`src/core/afst_pkg.sv`:
```
// Shared constants and types of the asynchronous flash access sequencer
package afst_pkg;

  // ----------------------------------------------------------------
  // Widths
  // ----------------------------------------------------------------
  localparam int TW      = 5;
  localparam int UNIT_W  = 8;
  localparam int CYC_W   = 10;
  localparam int DATA_W  = 16;
  localparam int NUM_CS  = 8;
  localparam int WAIT_N  = 2;

  // ----------------------------------------------------------------
  // Page sizes and reset values
  // ----------------------------------------------------------------
  localparam logic [2:0]        PAGE_WORDS   = 3'h4;
  localparam logic [2:0]        W32_WORDS    = 3'h2;
  localparam logic [2:0]        SINGLE_WORDS = 3'h1;
  localparam logic [NUM_CS-1:0] CS_IDLE      = 8'hff;
  localparam logic [1:0]        WAIT_IDLE    = 2'h3;
  localparam logic [DATA_W-1:0] DATA_RST     = 16'h0000;

  // Core clock period, for reference by timing users
  localparam int CLK_PERIOD_NS = 40;

  // ----------------------------------------------------------------
  // Access kinds and sequencer states
  // ----------------------------------------------------------------
  typedef enum logic [2:0] {
    K_NOR_READ,
    K_NOR_READ32,
    K_NOR_PAGE,
    K_NOR_WRITE,
    K_NAND_CMD,
    K_NAND_ADDR,
    K_NAND_READ,
    K_NAND_WRITE
  } afst_kind_type;

  typedef enum logic {
    ST_IDLE,
    ST_RUN
  } afst_state_type;

endpackage : afst_pkg

```
`src/core/afst_wait_if.sv`:
```
// Carrier of the filtered wait levels between the synchroniser and the sequencer
`timescale 1ns/1ps
interface afst_wait_if;
  logic [1:0] ready_lvl;
  modport drive (output ready_lvl);
  modport sink  (input  ready_lvl);
endinterface : afst_wait_if

```
`src/core/afst_seq.sv`:
```
// Cycle timing engine for asynchronous NOR and NAND flash accesses
`timescale 1ns/1ps
// Contract
// - Single read samples data read_sample_cycles scaled units after access start.
// - Page read captures its first word after read_sample_cycles from start.
// - Each later page word is captured page_word_cycles after the previous word.
// - Each later page address phase starts at the capture of the previous word.
// - The timing clock stays internal and never leaves the block on a pin.
// - An internal bus direction flag is produced and kept off the pads.
// - Eight active low selects; the chosen one goes low before read strobe.
// - NAND read samples after read_sample_cycles times one plus scale bit.
// - NAND write strobe is active for strobe end minus start, scaled.
// - Write strobe follows select by start difference scaled plus half shifts.
// - NAND command latch on byte pins, address latch on valid pin, before strobe.
// - NAND write data is driven from access start, ahead of write strobe.
// - NAND write cycle lasts write_cycle_len times one plus scale bit.
// - Write data stays driven after write strobe until write cycle end.
// - Select releases after write strobe per select and strobe end times.
// - Command or address latch releases after write strobe per latch end time.
// - NAND read strobe is active for strobe end minus start, scaled.
// - NAND read cycle lasts read_cycle_len times one plus scale bit.
// - Select releases after read strobe per read select and strobe ends.
// - With all half shift bits clear, no edge moves by half a cycle.
module afst_seq
  import afst_pkg::*;
(
  // Clock and reset
  input  wire logic              core_clk,
  input  wire logic              nrst,
  // Timing configuration
  input  wire logic              timing_scale_bit,
  input  wire logic [TW-1:0]     select_start,
  input  wire logic [TW-1:0]     select_end_read,
  input  wire logic [TW-1:0]     select_end_write,
  input  wire logic [TW-1:0]     latch_start,
  input  wire logic [TW-1:0]     latch_end_write,
  input  wire logic [TW-1:0]     rd_strobe_start,
  input  wire logic [TW-1:0]     rd_strobe_end,
  input  wire logic [TW-1:0]     wr_strobe_start,
  input  wire logic [TW-1:0]     wr_strobe_end,
  input  wire logic [TW-1:0]     read_cycle_len,
  input  wire logic [TW-1:0]     write_cycle_len,
  input  wire logic [TW-1:0]     read_sample_cycles,
  input  wire logic [TW-1:0]     page_word_cycles,
  input  wire logic              select_half_shift,
  input  wire logic              latch_half_shift,
  input  wire logic              wr_strobe_half_shift,
  input  wire logic              rd_strobe_half_shift,
  input  wire logic              addr_mux_mode,
  input  wire logic              wait_enable,
  input  wire logic              wait_select,
  // Access request
  input  wire logic              req_valid,
  output      logic              req_ready,
  input  wire afst_kind_type     req_kind,
  input  wire logic [2:0]        req_cs,
  input  wire logic [DATA_W-1:0] req_addr,
  input  wire logic [1:0]        req_be_n,
  input  wire logic [DATA_W-1:0] req_wdata,
  // Access answer
  output      logic [DATA_W-1:0] rdata_word,
  output      logic [1:0]        rdata_index,
  output      logic              rdata_valid,
  output      logic              acc_done,
  output      logic              bus_dir,
  // Flash pins
  output      logic [NUM_CS-1:0] flash_cs_n,
  output      logic              flash_adv_ale,
  output      logic              flash_oe_n,
  output      logic              flash_we_n,
  output      logic [1:0]        flash_be_cle,
  output      logic [DATA_W-1:0] flash_addr,
  output      logic [DATA_W-1:0] flash_ad_out,
  output      logic              flash_ad_oe,
  input  wire logic [DATA_W-1:0] flash_ad_in,
  input  wire logic [WAIT_N-1:0] flash_wait
);

  // ----------------------------------------------------------------
  // Helpers
  // ----------------------------------------------------------------
  function automatic logic [UNIT_W-1:0] mul_units(input logic [2:0] n,
                                                   input logic [TW-1:0] p);
    mul_units = {5'h00, n} * {3'h0, p};
  endfunction : mul_units

  function automatic logic [UNIT_W-1:0] widen(input logic [TW-1:0] t);
    widen = {3'h0, t};
  endfunction : widen

  function automatic logic in_win(input logic [UNIT_W-1:0] u,
                                  input logic [UNIT_W-1:0] s,
                                  input logic [UNIT_W-1:0] e);
    in_win = (u >= s) && (u < e);
  endfunction : in_win

  // ----------------------------------------------------------------
  // Wait synchroniser
  // ----------------------------------------------------------------
  afst_wait_if wif ();

  afst_wait_sync u_wait (
    .core_clk (core_clk),
    .nrst     (nrst),
    .wait_pin (flash_wait),
    .wif      (wif)
  );

  // ----------------------------------------------------------------
  // Sequencer state
  // ----------------------------------------------------------------
  afst_state_type    state_q;
  afst_kind_type     kind_q;
  logic [2:0]        cs_q;
  logic [DATA_W-1:0] addr_q;
  logic [1:0]        be_q;
  logic [DATA_W-1:0] wdata_q;
  logic              pre_q;
  logic [UNIT_W-1:0] unit_q;
  logic [1:0]        word_q;
  logic [CYC_W-1:0]  cyc_q;
  logic              done_q;
  logic [DATA_W-1:0] rdata_q;
  logic [1:0]        ridx_q;
  logic              rvalid_q;

  logic              run;
  logic              start;
  logic              is_read;
  logic              is_nor;
  logic              is_page;
  logic              is_nand_rw;
  logic [2:0]        nwords;
  logic [UNIT_W-1:0] ext;
  logic [UNIT_W-1:0] cyc_len;
  logic [UNIT_W-1:0] cs_end;
  logic [UNIT_W-1:0] oe_end;
  logic [UNIT_W-1:0] sample_at;
  logic              boundary;
  logic              unit_last;
  logic              last_cyc;
  logic              hold_point;
  logic              ready_sel;
  logic              stall;
  logic              sample_hit;
  logic              word_step;
  logic [1:0]        word_d;

  assign run        = (state_q == ST_RUN);
  assign start      = req_valid && !run;
  assign req_ready  = !run;
  assign is_read    = (kind_q == K_NOR_READ) || (kind_q == K_NOR_READ32) ||
                      (kind_q == K_NOR_PAGE) || (kind_q == K_NAND_READ);
  assign is_nor     = (kind_q == K_NOR_READ) || (kind_q == K_NOR_READ32) ||
                      (kind_q == K_NOR_PAGE) || (kind_q == K_NOR_WRITE);
  assign is_page    = (kind_q == K_NOR_READ32) || (kind_q == K_NOR_PAGE);
  assign is_nand_rw = (kind_q == K_NAND_READ) || (kind_q == K_NAND_WRITE);
  assign nwords     = (kind_q == K_NOR_PAGE)   ? PAGE_WORDS :
                      (kind_q == K_NOR_READ32) ? W32_WORDS  : SINGLE_WORDS;

  // Later page words stretch the read window by one page slot each
  assign ext       = mul_units(nwords - 3'h1, page_word_cycles);
  assign cyc_len   = is_read ? widen(read_cycle_len) + ext : widen(write_cycle_len);
  assign cs_end    = is_read ? widen(select_end_read) + ext : widen(select_end_write);
  assign oe_end    = widen(rd_strobe_end) + ext;
  assign sample_at = widen(read_sample_cycles) + mul_units({1'b0, word_q}, page_word_cycles);

  // A unit is one or two core cycles; edges fall on unit boundaries
  assign boundary  = !pre_q;
  assign unit_last = (pre_q == timing_scale_bit);
  assign last_cyc  = unit_last && (unit_q == cyc_len - 8'h01);

  // Stretch at the sample point of a read or the strobe end of a write
  assign ready_sel  = wif.ready_lvl[wait_select];
  assign hold_point = boundary && (unit_q == (is_read ? sample_at : widen(wr_strobe_end)));
  assign stall      = run && wait_enable && !ready_sel && hold_point;
  assign sample_hit = run && is_read && boundary &&
                      (unit_q == sample_at) && !stall;
  // Next word is known at the capture edge, so its address phase starts there
  assign word_step  = sample_hit && ({1'b0, word_q} < nwords - 3'h1);
  assign word_d     = word_step ? word_q + 2'h1 : word_q;

  always_ff @(posedge core_clk or negedge nrst)
  begin
    if (!nrst)
    begin
      state_q <= ST_IDLE;
      kind_q  <= K_NOR_READ;
      cs_q    <= 3'h0;
      addr_q  <= DATA_RST;
      be_q    <= 2'h3;
      wdata_q <= DATA_RST;
      pre_q   <= 1'b0;
      unit_q  <= 8'h00;
      word_q  <= 2'h0;
      cyc_q   <= 10'h000;
      done_q  <= 1'b0;
    end
    else
    begin
      done_q <= 1'b0;
      case (state_q)
        ST_IDLE:
        begin
          if (start)
          begin
            state_q <= ST_RUN;
            kind_q  <= req_kind;
            cs_q    <= req_cs;
            addr_q  <= req_addr;
            be_q    <= req_be_n;
            wdata_q <= req_wdata;
            pre_q   <= 1'b0;
            unit_q  <= 8'h00;
            word_q  <= 2'h0;
            cyc_q   <= 10'h000;
          end
        end
        ST_RUN:
        begin
          if (!stall)
          begin
            cyc_q <= cyc_q + 10'h001;
            if (last_cyc)
            begin
              state_q <= ST_IDLE;
              done_q  <= 1'b1;
            end
            else if (unit_last)
            begin
              pre_q  <= 1'b0;
              unit_q <= unit_q + 8'h01;
            end
            else
            begin
              pre_q <= 1'b1;
            end
            word_q <= word_d;
          end
        end
        default:
        begin
          state_q <= ST_IDLE;
        end
      endcase
    end
  end

  // ----------------------------------------------------------------
  // Read capture
  // ----------------------------------------------------------------
  // Pin data is taken raw: the strobe timing itself provides the setup
  always_ff @(posedge core_clk or negedge nrst)
  begin
    if (!nrst)
    begin
      rdata_q  <= DATA_RST;
      ridx_q   <= 2'h0;
      rvalid_q <= 1'b0;
    end
    else
    begin
      rvalid_q <= sample_hit;
      if (sample_hit)
      begin
        rdata_q <= flash_ad_in;
        ridx_q  <= word_q;
      end
    end
  end

  assign rdata_word  = rdata_q;
  assign rdata_index = ridx_q;
  assign rdata_valid = rvalid_q;
  assign acc_done    = done_q;

  // ----------------------------------------------------------------
  // Strobe windows
  // ----------------------------------------------------------------
  logic cs_lv_d;
  logic oe_lv_d;
  logic we_lv_d;
  logic lat_lv_d;
  logic drive_d;
  logic mux_addr;
  logic cs_lv_q;
  logic oe_lv_q;
  logic we_lv_q;
  logic lat_lv_q;
  logic cs_lv_n_q;
  logic oe_lv_n_q;
  logic we_lv_n_q;
  logic lat_lv_n_q;
  logic cs_act;
  logic oe_act;
  logic we_act;
  logic lat_act;
  logic [DATA_W-1:0] addr_out_q;
  logic [DATA_W-1:0] ad_out_q;
  logic              ad_oe_q;

  assign cs_lv_d  = run && in_win(unit_q, widen(select_start), cs_end);
  assign oe_lv_d  = run && is_read &&
                    in_win(unit_q, widen(rd_strobe_start), oe_end);
  assign we_lv_d  = run && !is_read &&
                    in_win(unit_q, widen(wr_strobe_start), widen(wr_strobe_end));
  assign lat_lv_d = run && (is_nor || (kind_q == K_NAND_CMD) || (kind_q == K_NAND_ADDR)) &&
                    in_win(unit_q, widen(latch_start), widen(latch_end_write));
  assign mux_addr = addr_mux_mode && is_nor && (unit_q < widen(latch_end_write));
  assign drive_d  = run && (!is_read || mux_addr);

  always_ff @(posedge core_clk or negedge nrst)
  begin
    if (!nrst)
    begin
      cs_lv_q    <= 1'b0;
      oe_lv_q    <= 1'b0;
      we_lv_q    <= 1'b0;
      lat_lv_q   <= 1'b0;
      addr_out_q <= DATA_RST;
      ad_out_q   <= DATA_RST;
      ad_oe_q    <= 1'b0;
    end
    else
    begin
      cs_lv_q    <= cs_lv_d;
      oe_lv_q    <= oe_lv_d;
      we_lv_q    <= we_lv_d;
      lat_lv_q   <= lat_lv_d;
      addr_out_q <= addr_q + {14'h0000, word_d};
      ad_out_q   <= mux_addr ? addr_q : wdata_q;
      ad_oe_q    <= drive_d;
    end
  end

  // Falling-edge copies give the half-cycle shift on one clock
  always_ff @(negedge core_clk or negedge nrst)
  begin
    if (!nrst)
    begin
      cs_lv_n_q  <= 1'b0;
      oe_lv_n_q  <= 1'b0;
      we_lv_n_q  <= 1'b0;
      lat_lv_n_q <= 1'b0;
    end
    else
    begin
      cs_lv_n_q  <= cs_lv_q;
      oe_lv_n_q  <= oe_lv_q;
      we_lv_n_q  <= we_lv_q;
      lat_lv_n_q <= lat_lv_q;
    end
  end

  // Clear shift bits select the rising-edge flops untouched
  assign cs_act  = select_half_shift    ? cs_lv_n_q  : cs_lv_q;
  assign oe_act  = rd_strobe_half_shift ? oe_lv_n_q  : oe_lv_q;
  assign we_act  = wr_strobe_half_shift ? we_lv_n_q  : we_lv_q;
  assign lat_act = latch_half_shift     ? lat_lv_n_q : lat_lv_q;

  // ----------------------------------------------------------------
  // Pin mapping
  // ----------------------------------------------------------------
  // No pin carries the core clock; only timed levels leave the block
  genvar gi;
  generate
    for (gi = 0; gi < NUM_CS; gi++)
    begin : g_cs
      assign flash_cs_n[gi] = !(cs_act && (cs_q == 3'(gi)));
    end
  endgenerate

  assign flash_oe_n    = !oe_act;
  assign flash_we_n    = !we_act;
  // NOR address valid is low active; NAND address latch is high active
  assign flash_adv_ale = is_nor ? !lat_act : (lat_act && (kind_q == K_NAND_ADDR));
  assign flash_be_cle  = (kind_q == K_NAND_CMD) ? {2{lat_act}} :
                         is_nand_rw             ? 2'h0 :
                         (is_nor && run)        ? be_q : 2'h3;
  assign flash_addr    = addr_out_q;
  assign flash_ad_out  = ad_out_q;
  assign flash_ad_oe   = ad_oe_q;
  assign bus_dir       = ad_oe_q;

  // ----------------------------------------------------------------
  // Checks
  // ----------------------------------------------------------------
  logic [CYC_W-1:0] scale_n;
  logic [CYC_W-1:0] gap_q;
  logic [CYC_W-1:0] we_cnt_q;
  logic [CYC_W-1:0] oe_cnt_q;
  logic             stall_q;

  assign scale_n = {9'h000, timing_scale_bit} + 10'h001;

  always_ff @(posedge core_clk or negedge nrst)
  begin
    if (!nrst)
    begin
      gap_q    <= 10'h000;
      we_cnt_q <= 10'h000;
      oe_cnt_q <= 10'h000;
      stall_q  <= 1'b0;
    end
    else
    begin
      gap_q    <= sample_hit ? 10'h001 : gap_q + 10'h001;
      we_cnt_q <= we_lv_q ? we_cnt_q + 10'h001 : 10'h000;
      // A stalled cycle repeats its unit, so it adds no strobe width
      oe_cnt_q <= oe_lv_q ? oe_cnt_q + {9'h000, !stall_q} : 10'h000;
      stall_q  <= stall;
    end
  end
endmodule : afst_seq

```
`src/core/afst_wait_sync.sv`:
```
// Three-stage synchroniser and agreement filter for the flash wait pins
`timescale 1ns/1ps
module afst_wait_sync
  import afst_pkg::*;
(
  // Clock and reset
  input  wire logic              core_clk,
  input  wire logic              nrst,
  // Raw wait pins
  input  wire logic [WAIT_N-1:0] wait_pin,
  // Filtered levels
  afst_wait_if.drive             wif
);

  logic [WAIT_N-1:0] s1_q;
  logic [WAIT_N-1:0] s2_q;
  logic [WAIT_N-1:0] s3_q;
  logic [WAIT_N-1:0] lvl_q;
  logic [WAIT_N-1:0] agree;
  logic [WAIT_N-1:0] lvl_d;

  // A level only counts once two later stages agree
  assign agree = ~(s2_q ^ s3_q);
  assign lvl_d = (agree & s3_q) | (~agree & lvl_q);

  always_ff @(posedge core_clk or negedge nrst)
  begin
    if (!nrst)
    begin
      s1_q  <= WAIT_IDLE;
      s2_q  <= WAIT_IDLE;
      s3_q  <= WAIT_IDLE;
      lvl_q <= WAIT_IDLE;
    end
    else
    begin
      s1_q  <= wait_pin;
      s2_q  <= s1_q;
      s3_q  <= s2_q;
      lvl_q <= lvl_d;
    end
  end

  assign wif.ready_lvl = lvl_q;
endmodule : afst_wait_sync

```
`config.mk`:
```
export PLATFORM = sky130hd
export DESIGN_NAME = afst_seq
export DESIGN_NICKNAME = d
export VERILOG_FILES = /design/src/core/afst_pkg.sv /design/src/core/afst_wait_if.sv /design/src/core/afst_seq.sv /design/src/core/afst_wait_sync.sv
export SDC_FILE = /design/constraint.sdc
export NUM_CORES = 1
export LEC_CHECK = 0
export BUFFER_PORTS_ARGS = -buffer_cell sky130_fd_sc_hd__clkbuf_2
export CAP_MARGIN = 30
export CORE_ASPECT_RATIO = 2
export CORE_MARGIN = 8
export CORE_UTILIZATION = 40
export DETAILED_ROUTE_END_ITERATION = 8
export MAX_ROUTING_LAYER = met4
export PLACE_DENSITY = 0.65
export SLEW_MARGIN = 10
export SYNTH_ARGS = -nofsm -noshare
export SYNTH_HDL_FRONTEND = slang
export SYNTH_SLANG_ARGS = --single-unit
```
`constraint.sdc`:
```
create_clock -name core_clk -period 5 [get_ports core_clk]
set_input_delay 0.5 -clock core_clk [delete_from_list [all_inputs] [get_ports core_clk]]
set_output_delay 0.5 -clock core_clk [all_outputs]
set_load 0.01 [all_outputs]
```
==> qor.json, run 1 <==
{
  "report.final.slew_viol_count": {"value": 0},
  "grt_overflow_total": {"value": 0},
  "totalNegativeSetupSlack": {"value": 0, "unit": "ps"},
  "rsz0062_at_grt": {"value": "true"},
  "floorplan.initialDensity": {"value": 40.3, "unit": "%"},
  "clock_insertion_delay_worst_skew": {"value": 410, "unit": "ps"},
  "cts_htree_levels": {"value": 4},
  "clock_sinks": {"value": 121},
  "wl": {"value": 23900, "unit": "um"},
  "grt_usage": {"value": 20.0, "unit": "%"},
  "hpwlAfterDp": {"value": 19000, "unit": "um"},
  "via_count_of_the_first_global_routing_pass": {"value": 7310},
  "final_setup_violation_count": {"value": 0},
  "worst_r2r_path_depth": {"value": 23},
  "clock_skew": {"value": 24.6, "unit": "ps"},
  "synth_top_cells_by_area": {"value": "dfrtp_1 (34%), ha_1 (12%), nand2_1 (10%)"},
  "timing_worst_slew_pin_value": {"value": 800, "unit": "ps"},
  "timing.critical_path.to_type": {"value": "register"},
  "clk_pin_slew": {"value": 60, "unit": "ps"},
  "via_per_inst": {"value": 5.04},
  "total_cell_area_at_the_placement_stage": {"value": 9470, "unit": "um^2"},
  "grt_first_pass_wirelength": {"value": 36900, "unit": "um"},
  "cts.path.max_buffers": {"value": 2},
  "drive_above_1_share": {"value": 31.1, "unit": "%"},
  "post_synth.cell_area_avg": {"value": 9.10, "unit": "um^2"},
  "clk_root_buffer_cell": {"value": "clkbuf_16"},
  "cp.arrival": {"value": 5270, "unit": "ps"},
  "synth_to_layout_area_growth": {"value": 29.4, "unit": "%"},
  "timing_hold_violations_final": {"value": 0},
  "gpl.final_weighted_congestion": {"value": 0.864},
  "postSynthRegisterBits": {"value": 121},
  "startpoint_type": {"value": "register"},
  "slew_headroom": {"value": 45.5, "unit": "%"},
  "fin_crit": {"value": 4970, "unit": "ps"},
  "synth_edf_count": {"value": 0},
  "worst_hold_check_path_type": {"value": "input port to register"},
  "die_w": {"value": 116, "unit": "um"},
  "finalPower": {"value": 9000, "unit": "uW"},
  "ir_drop": {"value": 566, "unit": "uV"},
  "post-route-drc-count": {"value": 0},
  "worst_hold_slack": {"value": 182, "unit": "ps"},
  "grt_antenna_before_repair": {"value": 1},
  "die_height": {"value": 215, "unit": "um"},
  "cap_viol_max_count": {"value": 0},
  "worstHoldPathCells": {"value": 1},
  "synthesis.nets": {"value": 1098},
  "ys.warnings.count": {"value": 0},
  "drt_first_pass_iters": {"value": 4},
  "design.core.area": {"value": 19700, "unit": "um^2"},
  "p_leak": {"value": 0.00547, "unit": "uW"},
  "power.density_cell_area": {"value": 874, "unit": "nW/um^2"},
  "synthMostInstantiatedCell": {"value": "nand2_1"},
  "net_count_of_the_finished_layout": {"value": 1329},
  "drt_iter0_markers": {"value": 208},
  "drt.antenna.violating_nets": {"value": 0},
  "synth_sequential_area_ratio": {"value": 38.2, "unit": "%"},
  "path_max_fanout": {"value": 7},
  "synthesis.instances": {"value": 874},
  "synth_cell_count_leaders": {"value": "nand2_1 (216), dfrtp_1 (107), ha_1 (77)"},
  "netlist.area_leader.share": {"value": 33.7, "unit": "%"},
  "max_clock_freq": {"value": 201, "unit": "MHz"},
  "post_synth_num_cell_types": {"value": 67},
  "route.detailed.wl_per_inst": {"value": 17.3, "unit": "um"},
  "detailroute.via_count": {"value": 6958},
  "crit_type": {"value": "register to register"},
  "worst-endpoint-required": {"value": 5300, "unit": "ps"},
  "syn-cell-area": {"value": 7960, "unit": "um^2"},
  "die_area": {"value": 24900, "unit": "um^2"},
  "synth_top_area_cell": {"value": "dfrtp_1"},
  "grt_max_degree": {"value": 65},
  "cts_inserted_buffers": {"value": 17},
  "port-buffer-count": {"value": 201},
  "cts_tree": {"value": "yes"},
  "placement_rows": {"value": 73},
  "postSynth.asyncResetShare": {"value": 100, "unit": "%"},
  "post-route-cell-area": {"value": 10300, "unit": "um^2"},
  "ys_dominant_reg_cell": {"value": "dfrtp_1"},
  "top_level_ports": {"value": 202},
  "min_period_over_period": {"value": 99.5, "unit": "%"},
  "run_status": {"value": "completed"}
}
==> metal layers <==
metal	global-route usage, %	routed length (um)
met1	17.7	8000
met2	37.6	13700
met3	4.42	1160
met4	11.0	1030
met5	-	0
==> logic make-up (layout without fill, tap and decap cells) <==
group	after synthesis	in the layout	share of synthesized area (%)
AND/OR/NAND/NOR	362	362	20.5
flip-flops	121	121	38.2
AO/OA/AOI/OAI	119	120	10.3
buffers and inverters	93	336	4.70
adder cells (fa/ha/maj)	92	92	15.6
XOR/XNOR	51	51	5.61
multiplexers	36	36	5.06
other	0	1	0
==> critical path, stage by stage, from the launching register on <==
cell       delay [ps]
dfrtp_1           410
inv_2              50
or3_4             390
ha_4              260
nand2b_4          140
fa_1              440
inv_1              70
ha_2              180
inv_2              40
fa_2              570
inv_2              50
ha_4              170
nor2_4            140
buf_4             130
a211oi_2           50
o211ai_1          210
xor2_1            120
o211ai_1          270
nand3_1           160
a2111oi_4         470
buf_4             210
a21oi_4            80
a31oi_1           180
o2bb2ai_1          70
==> cell usage in the layout (no fill, tap or decap), types with 4 or more instances in the layout <==
cell type | Yosys | final
nand2_1 | 216 | 216
clkbuf_2 | 0 | 200
dfrtp_1 | 107 | 106
ha_1 | 77 | 72
inv_1 | 59 | 55
buf_4 | 1 | 39
nor2_1 | 35 | 32
a21oi_1 | 33 | 31
xnor2_1 | 27 | 26
xor2_1 | 24 | 22
nand2b_1 | 21 | 20
nor2b_1 | 21 | 20
o21ai_0 | 19 | 18
nand3_1 | 19 | 18
clkbuf_16 | 0 | 17
a21o_1 | 16 | 16
mux2_2 | 16 | 16
mux2i_1 | 16 | 15
fa_1 | 13 | 12
and2_1 | 10 | 10
dfstp_2 | 10 | 10
nand4_1 | 8 | 8
inv_2 | 2 | 6
o211ai_1 | 6 | 6
o21bai_1 | 5 | 5
o21a_1 | 5 | 5
nor3_1 | 8 | 5
nor3b_1 | 5 | 5
a211oi_1 | 6 | 4
ha_4 | 0 | 4
clkinvlp_4 | 0 | 4
dfrtn_1 | 4 | 4
==> state kept, by name (all words and copies together) (netlist names), 2 cells and up, named ones only <==
name,flops
addr_q,16
be_q,2
cs_q,3
flash_ad_out,16
flash_addr,16
kind_q,3
rdata_index,2
rdata_word,16
u_wait.s1_q,2
u_wait.s2_q,2
u_wait.s3_q,2
unit_q,8
wdata_q,16
word_q,2
==> metrics by stage <==
stage	util [%]	instances	worst slack, ps
after floorplan	-	874	4.09
after global placement	47.8	1336	-132
after detailed placement	48.0	1338	-246
after CTS	51.0	1371	-29.5
after global routing	52.2	1381	-142
final	52.2	1381	25.6
==> layout make-up <==
| type | count | area (um^2) |
|---|---|---|
| sequential | 121 | 3040 |
| antenna | 1 | 2.50 |
| tap | 262 | 328 |
| multi-input combinational | 661 | 4780 |
| clock buffer | 19 | 443 |
| inverter | 61 | 229 |
| timing repair buffer | 243 | 1340 |
| fill | 1945 | 9440 |
| clock inverter | 13 | 119 |
==> power by group <==
group | switching (uW) | internal [uW] | total [uW]
clock | 455 | 698 | 1150
combinational | 3260 | 2830 | 6090
sequential | 363 | 1390 | 1750
==> what timing repair did <==
| action | in CTS | in global routing |
|---|---|---|
| setup buffers | 0 | 7 |
| pin swaps | 3 | 25 |
| resized for setup | 6 | 32 |
| gates cloned | 0 | 1 |
| setup endpoints to repair | 14 | 23 |
| hold buffers | 1 | 0 |
| hold endpoints to repair | 17 | 0 |
==> path summary, 6_finish.rpt <==
path,slack (ps),start,endpoint
hold / removal,180,flash_wait[1],u_wait.s1_q[1]$_DFF_PN1_
hold reg to reg,360,u_wait.s1_q[1]$_DFF_PN1_,u_wait.s2_q[1]$_DFF_PN1_
setup / recovery,30,kind_q[0]$_DFFE_PN0P_,unit_q[1]$_DFFE_PN0P_
max in group asynchronous,1740,nrst,cs_lv_n_q$_DFF_NN0_
min in group asynchronous,550,nrst,flash_ad_out[6]$_DFF_PN0_
setup reg to reg,30,kind_q[0]$_DFFE_PN0P_,unit_q[1]$_DFFE_PN0P_
Note: power is estimated with default switching activity, not from simulation.
==> run 2, diff against run 1 <==
Settings changed: CORE_UTILIZATION 40 to 49, PLACE_DENSITY 0.65 to 0.78.
==> qor.json, run 2 (synthesis gave the netlist of run 1 again) <==
{
  "run_status": {"value": "complete, but fails checks"},
  "synth_to_layout_area_growth": {"value": 29.6, "unit": "%"},
  "violations": {"value": "negative setup slack"},
  "worst_hold_slack": {"value": 118, "unit": "ps", "change": "-64.3 ps"},
  "detailroute.via_count": {"value": 6971, "change": "+0.19%"},
  "grt_util_met3": {"value": 4.67, "unit": "%", "change": "+0.25 points"},
  "timing_hold_violations_final": {"value": 0, "change": "unchanged"},
  "die_w": {"value": 106, "unit": "um", "change": "-8.3%"},
  "fillerInstances": {"value": 1328, "change": "-32%"},
  "cp_cell_sequence": {"value": "inv_2 > or3_1 > ha_2 > xor2_2 > nand2_1 > fa_1 > inv_1 > ha_2 > inv_2 > fa_2 > inv_2 > ha_4 > buf_4 > nand2_2 > a21oi_2 > nand2b_4 > a311o_1 > a21o_1 > a21o_1 > a2111oi_4 > a21oi_4 > buf_4 > a31oi_1 > o2bb2ai_1"},
  "placement_rows": {"value": 66, "change": "-9.6%"},
  "min_period_over_period": {"value": 102, "unit": "%", "change": "+2.2 points"},
  "mostFrequentLayoutCell": {"value": "nand2_1"},
  "worst-endpoint-required": {"value": 5290, "unit": "ps", "change": "about the same"},
  "rsz0062_at_grt": {"value": "true"},
  "p_sw_share": {"value": 44.2, "unit": "%", "change": "-1.2 points"},
  "design.core.area": {"value": 16100, "unit": "um^2", "change": "-18%"},
  "drive_above_1_share": {"value": 31.8, "unit": "%", "change": "+0.72 points"},
  "timing.critical_path.to_type": {"value": "register"},
  "via_per_inst": {"value": 5.27, "change": "+4.7%"},
  "clock_insertion_delay_worst_skew": {"value": 410, "unit": "ps", "change": "about the same"},
  "power.sequential.fraction": {"value": 18.6, "unit": "%", "change": "-0.9 points"},
  "ir_drop": {"value": 479, "unit": "uV", "change": "-15%"},
  "grt_most_used_layer": {"value": "met2"},
  "layout_setup_ws": {"value": -86.8, "unit": "ps", "change": "-112 ps"},
  "cellInternalPower": {"value": 5170, "unit": "uW", "change": "+5.1%"},
  "cts_tree": {"value": "yes"},
  "p_leak": {"value": 0.00548, "unit": "uW", "change": "+0.28%"},
  "gpl.final_weighted_congestion": {"value": 0.963, "change": "+12%"},
  "most-common-layout-cells": {"value": "nand2_1 (213), clkbuf_2 (200), dfrtp_1 (106)"},
  "crit_type": {"value": "register to register"},
  "final_setup_violation_count": {"value": 7, "change": "+7"},
  "use_met2": {"value": 34.2, "unit": "%", "change": "-3.4 points"},
  "port-buffer-count": {"value": 201, "change": "unchanged"},
  "die_height": {"value": 196, "unit": "um", "change": "-8.9%"},
  "max_clock_freq": {"value": 197, "unit": "MHz", "change": "-2.2%"},
  "antennaDiodeCount": {"value": 0, "change": "-1"},
  "ff_latch_area": {"value": 3040, "unit": "um^2", "change": "unchanged"},
  "drt.antenna.violating_nets": {"value": 0, "change": "unchanged"},
  "clk_pin_slew": {"value": 60, "unit": "ps", "change": "about the same"},
  "route.detailed.wl_per_inst": {"value": 16.1, "unit": "um", "change": "-6.8%"},
  "via_count_of_the_first_global_routing_pass": {"value": 7428, "change": "+1.6%"},
  "placement.setup.worst_slack": {"value": -238, "unit": "ps", "change": "+7.51 ps"},
  "grt_antenna_before_repair": {"value": 0, "change": "-1"},
  "rr_startpoint": {"value": "kind_q[0]$_DFFE_PN0P_"},
  "final_instance_count_without_filler_cells": {"value": 1322, "change": "-4.3%"},
  "cts_inserted_buffers": {"value": 17, "change": "unchanged"},
  "net-switching-power": {"value": 4090, "unit": "uW", "change": "+0.32%"},
  "top_level_ports": {"value": 202, "change": "unchanged"},
  "cpMostUsedCell": {"value": "inv_2"},
  "grt_first_pass_wirelength": {"value": 35500, "unit": "um", "change": "-3.9%"},
  "startpoint_type": {"value": "register"},
  "grt_max_degree": {"value": 70, "change": "+7.7%"},
  "clk_root_buffer_cell": {"value": "clkbuf_16"},
  "net_count_of_the_finished_layout": {"value": 1329, "change": "unchanged"},
  "cts.path.max_buffers": {"value": 2, "change": "unchanged"},
  "fin_crit": {"value": 5090, "unit": "ps", "change": "+112 ps"},
  "power.density_cell_area": {"value": 898, "unit": "nW/um^2", "change": "+2.7%"},
  "grt_usage": {"value": 21.6, "unit": "%", "change": "+1.6 points"},
  "pwr-share-comb": {"value": 67.7, "unit": "%", "change": "about the same"},
  "cp.arrival": {"value": 5380, "unit": "ps", "change": "+110 ps"},
  "cap_viol_max_count": {"value": 0, "change": "unchanged"},
  "timing_worst_slew_pin_value": {"value": 981, "unit": "ps", "change": "+181 ps"},
  "grt_util_met1": {"value": 27.0, "unit": "%", "change": "+9.3 points"},
  "worstSetupStartpoint": {"value": "kind_q[0]$_DFFE_PN0P_"},
  "power_frac_clock": {"value": 13.7, "unit": "%", "change": "+0.9 points"},
  "drt_iter0_markers": {"value": 273, "change": "+31%"},
  "place.detailed.instances": {"value": 1276, "change": "-4.6%"},
  "hpwlAfterDp": {"value": 16100, "unit": "um", "change": "-15%"},
  "report.final.slew_viol_count": {"value": 0, "change": "unchanged"},
  "wl": {"value": 21300, "unit": "um", "change": "-11%"},
  "clock_skew": {"value": 23.8, "unit": "ps", "change": "-0.789 ps"},
  "grt_overflow_total": {"value": 0, "change": "unchanged"},
  "slowest_library_cell_on_the_worst_path": {"value": "fa_2"},
  "die_area": {"value": 20800, "unit": "um^2", "change": "-17%"},
  "post-route-drc-count": {"value": 0, "change": "unchanged"},
  "clock_sinks": {"value": 121, "change": "unchanged"},
  "floorplan.initialDensity": {"value": 49.4, "unit": "%", "change": "+9.1 points"},
  "critical-path-max-stage-delay": {"value": 530, "unit": "ps", "change": "-40 ps"},
  "path_max_fanout": {"value": 7, "change": "unchanged"},
  "drt_first_pass_iters": {"value": 5, "change": "+1"},
  "combined_area_of_the_multi_input_logic_cells": {"value": 4810, "unit": "um^2", "change": "+0.63%"},
  "cts_htree_levels": {"value": 4, "change": "unchanged"},
  "slew_headroom": {"value": 34.4, "unit": "%", "change": "-11 points"},
  "worst_hold_check_path_type": {"value": "input port to asynchronous set/reset pin"}
}
run 2: cell types whose count changed in the layout (fill, tap and decap cells not counted), moves of 2 or more:
cell and delta:
ha_2 +2, ha_1 -2, buf_6 +2, bufinv_16 +2
nor3b_1 -2, buf_4 +2, nand2_1 -3, clkinvlp_4 -2
nand2_2 +3, inv_6 +2, nor3b_2 +2
run 2: layout make-up:
type                       count  share of cell area (%)
clock inverter                15                    1.82
sequential                   121                    29.5
timing repair buffer         244                    13.2
clock buffer                  17                    4.13
inverter                      61                    2.22
multi-input combinational    660                    46.7
tap                          204                    2.48
run 2: worst max-delay path: cells and delay by family, from the launching register on:
kind	cells	cell delay, ps
fa+ha+maj	5	1570
flops	1	400
xor+xnor	1	220
buf+inv	6	520
compound gates	8	1590
simple gates	4	660
run 2: path summary, 6_finish.rpt:
| kind | endpoint | cells past startpoint | slack [ps] |
|---|---|---|---|
| setup reg to reg | unit_q[1]$_DFFE_PN0P_ | 24 | -90 |
| setup / recovery | unit_q[1]$_DFFE_PN0P_ | 24 | -90 |
| hold / removal | run$_DFF_PN0_ | 1 | 120 |
| hold reg to reg | u_wait.s2_q[1]$_DFF_PN1_ | 0 | 360 |
| min in group core_clk | u_wait.s1_q[0]$_DFF_PN1_ | 1 | 170 |
| max in group asynchronous | cs_lv_n_q$_DFF_NN0_ | 1 | 1980 |
run 2: per-stage QoR:
step | area (um^2) | utilization (%) | power [uW] | setup TNS [ps]
finish | 10300 | 64.0 | 9260 | -300
global route | 10300 | 64.0 | 10100 | -2100
CTS | 10200 | 63.2 | 8940 | -459
detailed placement | 9370 | 58.2 | 7130 | -1820
global placement | 9340 | 58.0 | 6900 | -548
floorplan | 8000 | - | 5630 | 0
run 2: layer usage:
layer,wire length [um],share of wire [%]
met2,10200,48
met3,1250,5.9
met4,279,1.3
met1,9570,45
met5,0,0
run 2: repair_timing:
item,CTS,global route
endpoints found under the setup margin,11,15
cloned,0,0
pin swaps,20,16
hold buffers,0,0
setup buffers,10,4
resized for setup,23,21
run 2: power groups by stage:
| stage | Clock (uW) | Sequential [uW] | Combinational (uW) |
|---|---|---|---|
| finish | 1270 | 1720 | 6270 |
| global route | 1330 | 1780 | 6950 |
| CTS | 1280 | 1720 | 5940 |
| detailed placement | 0 | 1730 | 5410 |
| global placement | 0 | 1710 | 5190 |
| floorplan | 0 | 1710 | 3920 |
